$ cat src/verilog/boot_map_pkg.sv
// Constants and types for the program memory map selection block.
//
// Functional notes
// - The program memory map follows the two mode bits held in the operating_mode_register.
// - At reset the security_mode_bit loads from the flash secured state and the map_mode_bit from the boot strap.
// - With both mode bits 0 the device boots internally on 16 lines, secured, no external space, debug disabled.
// - A boot strap asking for external boot while the security bit is 0 is refused and both bits end up 00.
// - Both straps are pinned at 0 and cannot change, so only internal boot is possible; the code pins them only with PIN_STRAPS set, else the pins pass through.
// - Data flash reads go over the program-read bus or the secondary bus, never both in one cycle.
// - Flash erase or programming happens only via the flash interface unit with word writes on the write bus.
// - After reset, while the security_mode_bit is 1, a software write to the map_mode_bit changes the map; writing the security bit does not.
// - The security_mode_bit is captured only at reset and writing it does not touch flash security.
// - With both mode bits 1 the device boots externally, unsecured, with bus width from the memory mode strap.
`default_nettype none
package boot_map_pkg;
  localparam logic [7:0] MODE_OFS = 8'h00;
  localparam logic [7:0] STATUS_OFS = 8'h04;
  localparam int MODE_MA_BIT = 0;
  localparam int MODE_MB_BIT = 1;
  localparam int ST_BOOT_EXT_BIT = 0;
  localparam int ST_ADDR20_BIT = 1;
  localparam int ST_SECURED_BIT = 2;
  localparam int ST_PSPACE_BIT = 3;
  localparam int ST_DBG_DIS_BIT = 4;
  localparam int ST_STRAP_REF_BIT = 5;
  localparam int ST_WR_REF_BIT = 6;
  localparam int ST_RD_CONF_BIT = 7;
  localparam int ST_READY_BIT = 8;
  localparam int SYNC_CYCLES = 2;
  localparam int NARROW_ADDR_LINES = 16;
  localparam int WIDE_ADDR_LINES = 20;

  // Capture waits in SYNCING until the strap synchronisers hold settled values.
  typedef enum logic [0:0] {SYNCING, RUNNING} boot_state_t;

  typedef struct packed {
    logic boot_external;
    logic ext_addr_20;
    logic flash_secured;
    logic ext_pspace_allowed;
    logic debug_disabled;
  } map_cfg_t;

  // The safest map: internal boot, narrow bus, secured and no debug.
  localparam map_cfg_t CFG_RST = '{boot_external: 1'b0, ext_addr_20: 1'b0, flash_secured: 1'b1,
                                   ext_pspace_allowed: 1'b0, debug_disabled: 1'b1};
endpackage : boot_map_pkg
`default_nettype wire

$ cat src/verilog/boot_mode_program_map_select.sv
// Reset-time mode capture, program map decode and flash path guard with an AHB-Lite register port.
//
// Decided for this implementation: the placing of the registers and the AHB-Lite register port.
`default_nettype none
module boot_mode_program_map_select #(
  parameter bit PIN_STRAPS = 1'b1 // Straps tied low inside the package.
) (
  input wire logic hclk, // Core clock, 100 MHz.
  input wire logic hresetn, // Asynchronous reset, active low.
  input wire logic hsel, // Slave select.
  input wire logic [31:0] haddr, // Byte address.
  input wire logic [1:0] htrans, // Transfer type.
  input wire logic hwrite, // Write when high.
  input wire logic [2:0] hsize, // Transfer size.
  input wire logic [31:0] hwdata, // Write data.
  input wire logic hready, // Bus ready.
  output logic hreadyout, // Always ready.
  output logic hresp, // Always OKAY.
  output logic [31:0] hrdata, // Read data.
  input wire logic external_boot_strap, // Boot strap pin.
  input wire logic external_memory_mode_strap, // Bus width strap pin.
  input wire logic flash_secured, // Flash security state, high when secured.
  output boot_map_pkg::map_cfg_t map_cfg, // Decoded map configuration.
  input wire logic pread_req, // Data flash read on the program-read bus.
  input wire logic sread_req, // Data flash read on the secondary bus.
  output logic pread_gnt, // Program-read bus granted.
  output logic sread_gnt, // Secondary bus granted.
  input wire logic fiu_wr_req, // Flash write via the interface unit.
  input wire logic fiu_wr_word, // That write is a whole word.
  input wire logic other_wr_req, // Flash write attempt from any other path.
  output logic flash_wr_en, // Erase or program enable to the array.
  output logic flash_wr_refused // A write attempt was blocked this cycle.
);
  localparam int SYNC_CHECK = boot_map_pkg::SYNC_CYCLES;
  // The capture count assumes exactly two synchroniser stages and a two-bit counter.
  if (SYNC_CHECK != 2) begin : g_bad_sync
    $error("strap synchroniser must be two stages");
  end

  // Two-flop synchronisers for the strap pins.
  logic [1:0] boot_sync_q, boot_sync_d;
  logic [1:0] emi_sync_q, emi_sync_d;
  always_comb begin
    boot_sync_d = {boot_sync_q[0], external_boot_strap};
    emi_sync_d = {emi_sync_q[0], external_memory_mode_strap};
  end
  always_ff @(posedge hclk or negedge hresetn) begin
    if (!hresetn) begin
      boot_sync_q <= 2'h0;
      emi_sync_q <= 2'h0;
    end else begin
      boot_sync_q <= boot_sync_d;
      emi_sync_q <= emi_sync_d;
    end
  end

  // Pinned straps read as zero whatever the pin does.
  logic boot_strap_s;
  logic emi_strap_s;
  assign boot_strap_s = PIN_STRAPS ? 1'b0 : boot_sync_q[1];
  assign emi_strap_s = PIN_STRAPS ? 1'b0 : emi_sync_q[1];

  // Bus address phase capture.
  logic wr_pend_q, wr_pend_d;
  logic [7:0] wr_addr_q, wr_addr_d;
  logic [31:0] hrdata_q, hrdata_d;
  logic rd_en;
  logic wr_take;
  logic wr_mode;
  logic wr_status;
  assign rd_en = hsel && hready && htrans[1] && !hwrite;
  assign wr_take = hsel && hready && htrans[1] && hwrite;
  assign wr_mode = wr_pend_q && (wr_addr_q == boot_map_pkg::MODE_OFS);
  assign wr_status = wr_pend_q && (wr_addr_q == boot_map_pkg::STATUS_OFS);

  // Mode bits, captured values and sticky status.
  boot_map_pkg::boot_state_t state_q, state_d;
  logic [1:0] cnt_q, cnt_d;
  logic ma_q, ma_d;
  logic mb_q, mb_d;
  logic emi_q, emi_d;
  logic strap_ref_q, strap_ref_d;
  logic wr_ref_q, wr_ref_d;
  logic rd_conf_q, rd_conf_d;
  boot_map_pkg::map_cfg_t cfg_q, cfg_d;
  logic capture;
  logic rd_conflict;
  logic [31:0] status_word;
  logic [31:0] mode_word;

  // The synchronisers are cleared by reset, so the pin reaches the second stage only after two edges.
  // Capturing one edge earlier would always see a zero strap.
  assign capture = (state_q == boot_map_pkg::SYNCING) && (cnt_q == 2'(SYNC_CHECK));
  assign rd_conflict = pread_req && sread_req;

  // One cycle of both buses asking stalls the secondary bus; the core path must not wait.
  assign pread_gnt = pread_req;
  assign sread_gnt = sread_req && !pread_req;

  // Only whole-word writes from the interface unit reach the array.
  assign flash_wr_en = fiu_wr_req && fiu_wr_word;
  assign flash_wr_refused = (fiu_wr_req && !fiu_wr_word) || other_wr_req;

  always_comb begin
    mode_word = 32'h0;
    mode_word[boot_map_pkg::MODE_MA_BIT] = ma_q;
    mode_word[boot_map_pkg::MODE_MB_BIT] = mb_q;
    status_word = 32'h0;
    status_word[boot_map_pkg::ST_BOOT_EXT_BIT] = cfg_q.boot_external;
    status_word[boot_map_pkg::ST_ADDR20_BIT] = cfg_q.ext_addr_20;
    status_word[boot_map_pkg::ST_SECURED_BIT] = cfg_q.flash_secured;
    status_word[boot_map_pkg::ST_PSPACE_BIT] = cfg_q.ext_pspace_allowed;
    status_word[boot_map_pkg::ST_DBG_DIS_BIT] = cfg_q.debug_disabled;
    status_word[boot_map_pkg::ST_STRAP_REF_BIT] = strap_ref_q;
    status_word[boot_map_pkg::ST_WR_REF_BIT] = wr_ref_q;
    status_word[boot_map_pkg::ST_RD_CONF_BIT] = rd_conf_q;
    status_word[boot_map_pkg::ST_READY_BIT] = (state_q == boot_map_pkg::RUNNING);
  end

  // Next state of the bus side and the mode register.
  always_comb begin
    wr_pend_d = wr_take;
    wr_addr_d = wr_take ? haddr[7:0] : wr_addr_q;
    hrdata_d = hrdata_q;
    if (rd_en) begin
      unique case (haddr[7:0])
        boot_map_pkg::MODE_OFS: hrdata_d = mode_word;
        boot_map_pkg::STATUS_OFS: hrdata_d = status_word;
        default: hrdata_d = 32'h0;
      endcase
    end
    state_d = state_q;
    cnt_d = cnt_q;
    ma_d = ma_q;
    mb_d = mb_q;
    emi_d = emi_q;
    strap_ref_d = strap_ref_q;
    if (state_q == boot_map_pkg::SYNCING) begin
      cnt_d = cnt_q + 2'h1;
      if (capture) begin
        state_d = boot_map_pkg::RUNNING;
        mb_d = !flash_secured;
        ma_d = boot_strap_s && !flash_secured;
        emi_d = emi_strap_s;
        strap_ref_d = boot_strap_s && flash_secured;
      end
    end else if (wr_mode && mb_q) begin
      // A secured boot keeps the internal map; the security bit ignores writes.
      ma_d = hwdata[boot_map_pkg::MODE_MA_BIT];
    end
    // Hardware set wins over the write-one clear.
    wr_ref_d = (wr_ref_q && !(wr_status && hwdata[boot_map_pkg::ST_WR_REF_BIT])) || flash_wr_refused;
    rd_conf_d = (rd_conf_q && !(wr_status && hwdata[boot_map_pkg::ST_RD_CONF_BIT])) || rd_conflict;
  end

  // Map decode from the two mode bits.
  always_comb begin
    cfg_d = boot_map_pkg::CFG_RST;
    if (state_q == boot_map_pkg::RUNNING) begin
      cfg_d.boot_external = ma_q && mb_q;
      cfg_d.ext_addr_20 = ma_q && mb_q && emi_q;
      cfg_d.flash_secured = !mb_q;
      cfg_d.ext_pspace_allowed = mb_q;
      cfg_d.debug_disabled = !mb_q;
    end
  end

  always_ff @(posedge hclk or negedge hresetn) begin
    if (!hresetn) begin
      wr_pend_q <= 1'b0;
      wr_addr_q <= 8'h00;
      hrdata_q <= 32'h0;
      state_q <= boot_map_pkg::SYNCING;
      cnt_q <= 2'h0;
      ma_q <= 1'b0;
      mb_q <= 1'b0;
      emi_q <= 1'b0;
      strap_ref_q <= 1'b0;
      wr_ref_q <= 1'b0;
      rd_conf_q <= 1'b0;
      cfg_q <= boot_map_pkg::CFG_RST;
    end else begin
      wr_pend_q <= wr_pend_d;
      wr_addr_q <= wr_addr_d;
      hrdata_q <= hrdata_d;
      state_q <= state_d;
      cnt_q <= cnt_d;
      ma_q <= ma_d;
      mb_q <= mb_d;
      emi_q <= emi_d;
      strap_ref_q <= strap_ref_d;
      wr_ref_q <= wr_ref_d;
      rd_conf_q <= rd_conf_d;
      cfg_q <= cfg_d;
    end
  end

  // Zero-wait slave: every transfer completes in one data phase.
  assign hreadyout = 1'b1;
  assign hresp = 1'b0;
  assign hrdata = hrdata_q;
  assign map_cfg = cfg_q;

  logic running;
  assign running = (state_q == boot_map_pkg::RUNNING);
endmodule : boot_mode_program_map_select
`default_nettype wire

$ cat config.mk
export PLATFORM = sky130hd
export DESIGN_NAME = boot_mode_program_map_select
export DESIGN_NICKNAME = d
export VERILOG_FILES = /design/src/verilog/boot_map_pkg.sv /design/src/verilog/boot_mode_program_map_select.sv
export SDC_FILE = /design/constraint.sdc
export NUM_CORES = 1
export LEC_CHECK = 0
export ABC_CLOCK_PERIOD_IN_PS = 1520
export BUFFER_PORTS_ARGS = -buffer_cell sky130_fd_sc_hd__clkbuf_2
export CORE_ASPECT_RATIO = 1.75
export CORE_MARGIN = 4
export CORE_UTILIZATION = 37
export CTS_CLUSTER_DIAMETER = 120
export DETAILED_ROUTE_END_ITERATION = 6
export PLACE_DENSITY = 0.8
export SLEW_MARGIN = 20
export SYNTH_ARGS = -nofsm -noshare
export SYNTH_HDL_FRONTEND = slang
export SYNTH_SLANG_ARGS = --single-unit
$ cat constraint.sdc
create_clock -name hclk -period 1.52 [get_ports hclk]
set_input_delay 0.076 -clock hclk [delete_from_list [all_inputs] [get_ports hclk]]
set_output_delay 0.076 -clock hclk [all_outputs]
set_load 0.01 [all_outputs]
Yosys cells after proc, flatten, opt, wreduce, memory -nomap -nowiden
Index checks and enable logic that the tools add are counted.

Add/subtract/negate cells: 1. Reductions and logical operators: 32. Multiplexer cells: 7. Eq/ne operators: 4. Bitwise operators: 1.

Operators by type and width (count): $pmux 9 s2 (1); $logic_and 1x1->1 (17); $eq 8x3->1 const B (2); $logic_not 8->1 (2); $logic_not 1->1 (7); $mux 1 (5); $mux 5 (1); $reduce_and 2->1 (2); $logic_or 1x1->1 (3); $add 2x1->2 const B (1); $eq 2x2->1 const B (1); $ne 2x1->1 const B (1); $reduce_bool 2->1 (1); $not 1->1 (1).

Output and inout bits: 43. Word-level logic and storage cells: 59. Register bits: 53. Bits of input ports: 82.

Logic depth before layout (Yosys ltp)
Gate-level depths: netlist of run 1.

Word-level depth: 6. Depth in mapped cells: 5. Depth with buffers taken out: 5.

Worst setup path before layout of run 1
No wires, ideal clock.

Path type: flip-flop to flip-flop. Start point: reg wr_addr_q[1]. End point: reg rd_conf_q. Period minus slack after synthesis: 1.089 ns. Arrival time: 0.968 ns. Slack: 0.431 ns. Setup time: 0.121 ns. Required time: 1.399 ns. Buffers on the path: 0. Cell stages (with the launch flop): 4. Path through: dfrtp_1 nor4b_4 nand4_1 a22o_1.

Cells in the longest elaborated chain, start to end: 6.

Ends and longest elaborated chain: start, declared (line boot_mode_program_map_select.sv:65) `logic [7:0] wr_addr_q, wr_addr_d;`; start signal, assigned (line boot_mode_program_map_select.sv:184) `wr_addr_q <= wr_addr_d;`; $eq 8x3->1 (line boot_mode_program_map_select.sv:74) `assign wr_status = wr_pend_q && (wr_addr_q == boot_map_pkg::STATUS_OFS);`; $logic_and 1x1->1 (line boot_mode_program_map_select.sv:74); $logic_and 1x1->1 (line boot_mode_program_map_select.sv:153) `rd_conf_d = (rd_conf_q && !(wr_status && hwdata[boot_map_pkg::ST_RD_CONF_BIT])) || rd_conflict;`; $logic_not 1->1 (line boot_mode_program_map_select.sv:153); $logic_and 1x1->1 (line boot_mode_program_map_select.sv:153); $logic_or 1x1->1 (line boot_mode_program_map_select.sv:153); named net rd_conf_d (line boot_mode_program_map_select.sv:84) `logic rd_conf_q, rd_conf_d;`; end signal, assigned (line boot_mode_program_map_select.sv:193) `rd_conf_q <= rd_conf_d;`; end, declared (line boot_mode_program_map_select.sv:84).

The timed path passes the listed nets, and every way through them passes these cells. A chain may end at the register's enable or synchronous reset.

Worst setup path after layout of run 1
Start point: reg wr_addr_q[5]. End point: reg ma_q.

Cells in the longest elaborated chain, start to end: 5.

Ends and longest elaborated chain: $logic_not 8->1 (line boot_mode_program_map_select.sv:73) `assign wr_mode = wr_pend_q && (wr_addr_q == boot_map_pkg::MODE_OFS);`; $logic_and 1x1->1 (line boot_mode_program_map_select.sv:73); $logic_and 1x1->1 (line boot_mode_program_map_select.sv:147) `end else if (wr_mode && mb_q) begin`; $ne 2x1->1 (no source line); $reduce_and 2->1 (no source line); end signal, assigned (line boot_mode_program_map_select.sv:188) `ma_q <= ma_d;`; end, declared (line boot_mode_program_map_select.sv:79) `logic ma_q, ma_d;`.

No other way between the ends.

==> flow_summary.toml, run 1 <==
[outcome]
outcome = "finished clean"

[synth]
synth-edff-count = 0
synth_largest_area_cell = "sky130_fd_sc_hd__dfrtp_1"
ys_seq_area_share_pct = 47.6
synth_top_cells_by_area = "sky130_fd_sc_hd__dfrtp_1 46%, sky130_fd_sc_hd__buf_4 16%, sky130_fd_sc_hd__mux2_2 6.6%, sky130_fd_sc_hd__nand2_1 4.7%, sky130_fd_sc_hd__nor4_4 3.1%"
synth.cell_area_um2 = 1370
synth_warnings = 0
yosys_register_bits = 26
synth-main-ff-cell = "sky130_fd_sc_hd__dfrtp_1"
netlist.area_leader.share_pct = 45.7
synthCells = 122
post_synthesis_cell_type_count = 32
ys_async_sr_fraction_pct = 100
synth.avg_cell_area_um2 = 11.2

[drt]
drt-vias-per-instance = 4.35
wl_per_cell_um = 11.8
remaining_drc_errors = 0
routed_wirelength_mm = 2.43
drt_first_iter_violations = 1
drtAntennaViolNets = 0
firstDrtPassIters = 4
via_count = 896

[global_route]
first_global_vias = 863
grt_start_max_net_pins = 27
grt_pass1_wl_mm = 3.78
antenna_violations_before_repair = 0
groute.usage.overall_pct = 10.8
grt-ovfl-total = 0

[sta]
max_clock_freq_mhz = 847
final.period_utilization_pct = 77.6
finalMaxSlewViolations = 0
setup_slack_ps = 340
fin_hold_ws_ps = 30.8
timing_hold_violations_final = 0
max-slew-margin-rel_pct = 59.2
setup_tns_ps = 0
setup_skew_ps = 3.27
tightest_slew_ps = 612
final.min_clock_period_ps = 1180
grt_setup_unrepaired = "false"
final-setup-viol-count = 0

[critical_path]
critical_path.startpoint_type = "flop"
crit_end = "ma_q"
regToRegStartpoint = "wr_addr_q[5]"
timing.reg2reg.setup_slack_ps = 340
critPathMaxFanout = 3
worst_r2r_endpoint = "ma_q"
critPathCaptureType = "flop"
crit_required_ps = 1680
cp-startpoint = "wr_addr_q[5]"
critPathKind = "flop to flop"
worst-r2r-cell-count = 3
worst-endpoint-arrival_ps = 1340

[power]
power.density_cell_area_nw_per_um2 = 921
irDropWorstVdd_v = 0.000354
cellLeakagePower_nw = 0.800
fin_total_pwr_mw = 1.43

[placement]
detailedPlace.worstSlack_ps = 331
portBuffers = 38
placement.cell_area_um2 = 1480
dp_hpwl_mm = 2.02
rd_place_congestion = 0.722
dpl.cell_count = 200

[floorplanning]
floorplan.core_area_um2 = 3590
pin_count = 125
die_y_um = 88.5
floorplan.initialDensity_pct = 38.1
floorplan.rows = 29
die-width_um = 54.0
die_area_um2 = 4780

[cts]
cts-root-to-sink-buffers = 2
tritoncts.num_buffers = 3
postCtsResizedCells = 0
cts_sinks = 26
cts_tree = "yes"
clk_latency_ps = 270
cts_htree_levels = 1
cts.reportedPaths.clkPinSlew_ps = 90
clock-root-buffer = "sky130_fd_sc_hd__clkbuf_8"

[final_layout]
finish.net_count = 244
synthToLayoutAreaGrowth_pct = 13.6
antenna_cells = 0
final_cell_area_um2 = 1560
post_layout_instance_count_excluding_filler_cells = 206
layout-drive-gt1-share_pct = 38.1
final_core_util_pct = 43.3
fillerInstances = 353

[job]
max-cap-violations = 0

[min_path]
worst_hold_path_type = "input pin to flop"
## where the power goes
group,switching (mW),total (mW),internal (mW),leakage [nW]
sequential,0.0534,0.801,0.747,0.313
combinational,0.102,0.190,0.0884,0.458
clock,0.210,0.442,0.231,0.0288
## cell type report
type                            count  area [µm²]  share of cell area (%)
Timing Repair Buffer               40         210                    13.5
Tap cell                           46        57.6                    3.70
Sequential cell                    26         652                    41.9
Clock buffer                        4        55.1                    3.54
Multi-Input combinational cell     85         562                    36.1
Inverter                            5        18.8                    1.21
## Yosys cell counts (all sizes together), types with 2 or more instances
cell type,count
mux2,8
nand2,18
mux2i,2
buf,31
nand4,3
nor4,2
inv,5
o21ai,7
a21o,2
dfrtp,25
nand4b,2
conb,2
## cell families after synthesis
| logic type | Yosys count | synth area share, % |
|---|---|---|
| AO/OA/AOI/OAI | 12 | 6.40 |
| XOR/XNOR | 1 | 0.640 |
| adder cells (fa/ha/maj) | 1 | 0.914 |
| buffers and inverters | 36 | 18.2 |
| flip-flops | 26 | 47.6 |
| multiplexers | 10 | 8.04 |
| other | 2 | 0.549 |
| AND/OR/NAND/NOR | 34 | 17.6 |
## what timing repair did
action,4_1_cts,5_1_grt
setup buffers,0,0
hold buffers,2,0
hold endpoints to repair,26,0
## worst min path at each step
stage	depth (start not counted)	slack, ps	start	endpoint
3_3_place_gp	1	110	hresetn	cnt_q[1]
3_5_place_dp	1	120	hresetn	hrdata[0]
2_1_floorplan	0	-220	hresetn	cnt_q[0]
6_report	3	30	hwdata[0]	ma_q
5_1_grt	3	40	hwdata[0]	ma_q
4_1_cts	3	30	hwdata[0]	ma_q
## worst max-delay path: stages (launching register included)
cell                       delay, ps
sky130_fd_sc_hd__dfrtp_1         420
sky130_fd_sc_hd__nor4_4          320
sky130_fd_sc_hd__nand4b_1        180
sky130_fd_sc_hd__mux2i_1         150
## sequential cells by signal (all words and copies together), names as in the netlist
| register | cells |
|---|---|
| rd_conf_q | 1 |
| running | 1 |
| mb_q | 1 |
| wr_ref_q | 1 |
| cnt_q | 2 |
| hrdata | 7 |
| ma_q | 1 |
| wr_addr_q | 8 |
| map_cfg | 3 |
| wr_pend_q | 1 |
## routing by layer
| metal | track usage (%) | vias to the layer above | routed length [µm] |
|---|---|---|---|
| li1 | - | 427 | - |
| met1 | 11.6 | 414 | 795 |
| met2 | 19.4 | 50 | 1290 |
| met3 | 2.02 | 5 | 286 |
| met4 | 5.44 | 0 | 62 |
| met5 | 0 | - | 0 |
## cell usage in the layout, fill, tap and decap left out, types with 2 or more instances in the layout
master,count
sky130_fd_sc_hd__clkbuf_8,4
sky130_fd_sc_hd__nand2_1,17
sky130_fd_sc_hd__inv_1,5
sky130_fd_sc_hd__nor4_4,2
sky130_fd_sc_hd__mux2_2,8
sky130_fd_sc_hd__clkbuf_2,38
sky130_fd_sc_hd__conb_1,27
sky130_fd_sc_hd__a21o_1,2
sky130_fd_sc_hd__dfrtp_1,25
sky130_fd_sc_hd__dlygate4sd3_1,2
sky130_fd_sc_hd__mux2i_1,2
sky130_fd_sc_hd__o21ai_0,2
sky130_fd_sc_hd__o21ai_1,5
sky130_fd_sc_hd__nand4_1,2
No activity file was read; power rests on OpenSTA's default activity.
==> inputs of run 2 (changes only) <==
--- a/config.mk
+++ b/config.mk
@@ -5,7 +5,7 @@
 export SDC_FILE = /design/constraint.sdc
 export NUM_CORES = 1
 export LEC_CHECK = 0
-export ABC_CLOCK_PERIOD_IN_PS = 1520
+export ABC_CLOCK_PERIOD_IN_PS = 1140
 export BUFFER_PORTS_ARGS = -buffer_cell sky130_fd_sc_hd__clkbuf_2
 export CORE_ASPECT_RATIO = 1.75
 export CORE_MARGIN = 4
==> constraint.sdc (replaced) <==
create_clock -name hclk -period 1.14 [get_ports hclk]
set_input_delay 0.057 -clock hclk [delete_from_list [all_inputs] [get_ports hclk]]
set_output_delay 0.057 -clock hclk [all_outputs]
set_load 0.01 [all_outputs]
==> run 2 against run 1 <==
  * The run now ends with negative setup slack left
  * Non-clock buffer count increased by 2
  * Largest power group unchanged
  * Sequential power is 34% higher
  * Cell area is 2.0% higher
  * Highest routed layer unchanged
  * Worst setup slack worse by 410 ps
  * Critical path depth unchanged
  * Final cell count is 0.97% higher
  * Global-route usage is 0.13 points higher
  * Core utilization is 0.87 points higher
  * Worst hold slack got worse by 20 ps
  * First-iteration DRC count rose to 9.0 times the previous value
  * Via count increased by 3.1%
  * Routed wire length rose by 0.74%
==> flow_summary.toml, run 2 (synthesized netlist as in run 1, its figures left out) <==
[min_path]
timing.hold.worst_endpoint = "ma_q"
whs_path_depth = 3
worst_hold_path_type = "input pin to flop"
hold_path_startpoint = "hwdata[0]"

[critical_path]
critPathKind = "flop to flop"
critPathMaxFanout = 3
critPathCaptureType = "flop"
timing.reg2reg.setup_slack_ps = -70
worst-endpoint-arrival_ps = 1370
regToRegStartpoint = "wr_addr_q[1]"
critical_path.startpoint_type = "flop"
worst_r2r_endpoint = "ma_q"
crit_required_ps = 1300
worst-r2r-cell-count = 3

[cts]
tritoncts.num_buffers = 3
cts_htree_levels = 1
cts_tree = "yes"
cts.reportedPaths.clkPinSlew_ps = 90
clk_latency_ps = 270
cts.repair_timing.setup_buffer_count = 0
clock-root-buffer = "sky130_fd_sc_hd__clkbuf_8"
cts_sinks = 26
cts-root-to-sink-buffers = 2

[drt]
drt-vias-per-instance = 4.44
via_count = 924
remaining_drc_errors = 0
wl_per_cell_um = 11.8
drtAntennaViolNets = 0
drt_first_iter_violations = 9
routed_wirelength_mm = 2.45
firstDrtPassIters = 3

[final_layout]
post_layout_instance_count_excluding_filler_cells = 208
finish.net_count = 246
max_flop_register = "wr_addr_q"
antenna_cells = 0
final_cell_area_um2 = 1590
layout-drive-gt1-share_pct = 38.9
final_cell_mix = "38 x sky130_fd_sc_hd__clkbuf_2, 27 x sky130_fd_sc_hd__conb_1, 25 x sky130_fd_sc_hd__dfrtp_1"
largest_reg_flops = 8
synthToLayoutAreaGrowth_pct = 15.9
final_common_cell = "sky130_fd_sc_hd__clkbuf_2"

[sta]
tightest_slew_ps = 638
timing_hold_violations_final = 0
setup_skew_ps = 3.65
final-setup-viol-count = 3
setup_slack_ps = -68.5
max-slew-margin-rel_pct = 57.5
finalMaxSlewViolations = 0
setup_tns_ps = -143
final.min_clock_period_ps = 1210
final.period_utilization_pct = 106
grt_setup_unrepaired = "true"
max_clock_freq_mhz = 827

[placement]
dp_hpwl_mm = 2.05
dpl.cell_count = 202
portBuffers = 38
rd_place_congestion = 0.726
detailedPlace.worstSlack_ps = -68.4
placement.cell_area_um2 = 1500

[global_route]
grt_pass1_wl_mm = 3.82
grt-ovfl-total = 0
grt_start_max_net_pins = 27
antenna_violations_before_repair = 0
first_global_vias = 899
groute.usage.overall_pct = 11.0

[power]
cellLeakagePower_nw = 0.816
power.density_cell_area_nw_per_um2 = 1310
power.internal_mw = 1.59
sequential_group_share_of_total_power_pct = 51.5
fin_total_pwr_mw = 2.07
sw_frac_of_total_pct = 23.5
irDropWorstVdd_v = 0.000632
clockPowerShare_pct = 36.1
power_switching_mw = 0.487
comb_power_share_pct = 12.4

[floorplanning]
floorplan.initialDensity_pct = 38.1
die_area_um2 = 4780
floorplan.core_area_um2 = 3590
die-width_um = 54.0
floorplan.rows = 29
die_y_um = 88.5
pin_count = 125

[job]
max-cap-violations = 0

[outcome]
outcome = "complete, but fails checks"
violations_in_the_final_reports = "negative setup slack"
[run 2: changes by cell type in the layout (fill, tap and decap cells not counted), sizes merged]
cell    before  now
buf          0    2
clkbuf      42   41
bufinv       0    1
[run 2: final cells by class]
class	count	area, µm²
inverters	5	18.8
multi-input cells	85	562
clock inverters	1	30.0
clock buffers	3	41.3
flip-flops and latches	26	652
well taps	46	57.6
fillers	375	2010
repair buffers	42	225
[run 2: worst max-delay path, stage by stage (launching register included)]
cell and delay [ps]:
sky130_fd_sc_hd__dfrtp_1 410, sky130_fd_sc_hd__nor4b_4 340, sky130_fd_sc_hd__nand4b_1 190, sky130_fd_sc_hd__mux2i_1 150
[run 2: per-layer routing]
layer	routed length [µm]	global-route usage [%]	up-vias
li1	-	-	432
met1	777	10.6	437
met2	1280	19.5	50
met3	315	2.53	5
met4	75	7.48	0
met5	0	0	-
[run 2: through the flow]
stage               util, %  hold slack [ps]
floorplan                 -             -239
global placement       41.6             95.5
detailed placement     41.6              100
CTS                    44.2             11.0
global route           44.2             31.5
finish                 44.2             11.1
[run 2: how the worst max path moves through the flow]
stage                 start        end  slack [ps]  depth (start not counted)
2_1_floorplan  wr_addr_q[1]  rd_conf_q          50                          3
3_3_place_gp   wr_addr_q[1]       ma_q         -40                          3
3_5_place_dp   wr_addr_q[1]       ma_q         -70                          3
4_1_cts        wr_addr_q[1]       ma_q         -80                          3
5_1_grt        wr_addr_q[1]       ma_q        -140                          3
6_report       wr_addr_q[1]       ma_q         -70                          3
[run 2: what timing repair did]
item | in CTS | in global routing
gates resized for setup | 0 | 0
gates cloned | 0 | 0
pin swaps | 0 | 2
hold buffers | 2 | 0
endpoints found under the hold margin | 26 | 0
setup endpoints to repair | 3 | 3
[run 2: power by group through the flow]
stage,Sequential (mW),Combinational [mW],Clock (mW)
2_1_floorplan,1.08,0.223,0
3_3_place_gp,1.08,0.246,0
3_5_place_dp,1.09,0.254,0
4_1_cts,1.07,0.260,0.766
5_1_grt,1.07,0.289,0.806
6_report,1.07,0.256,0.748
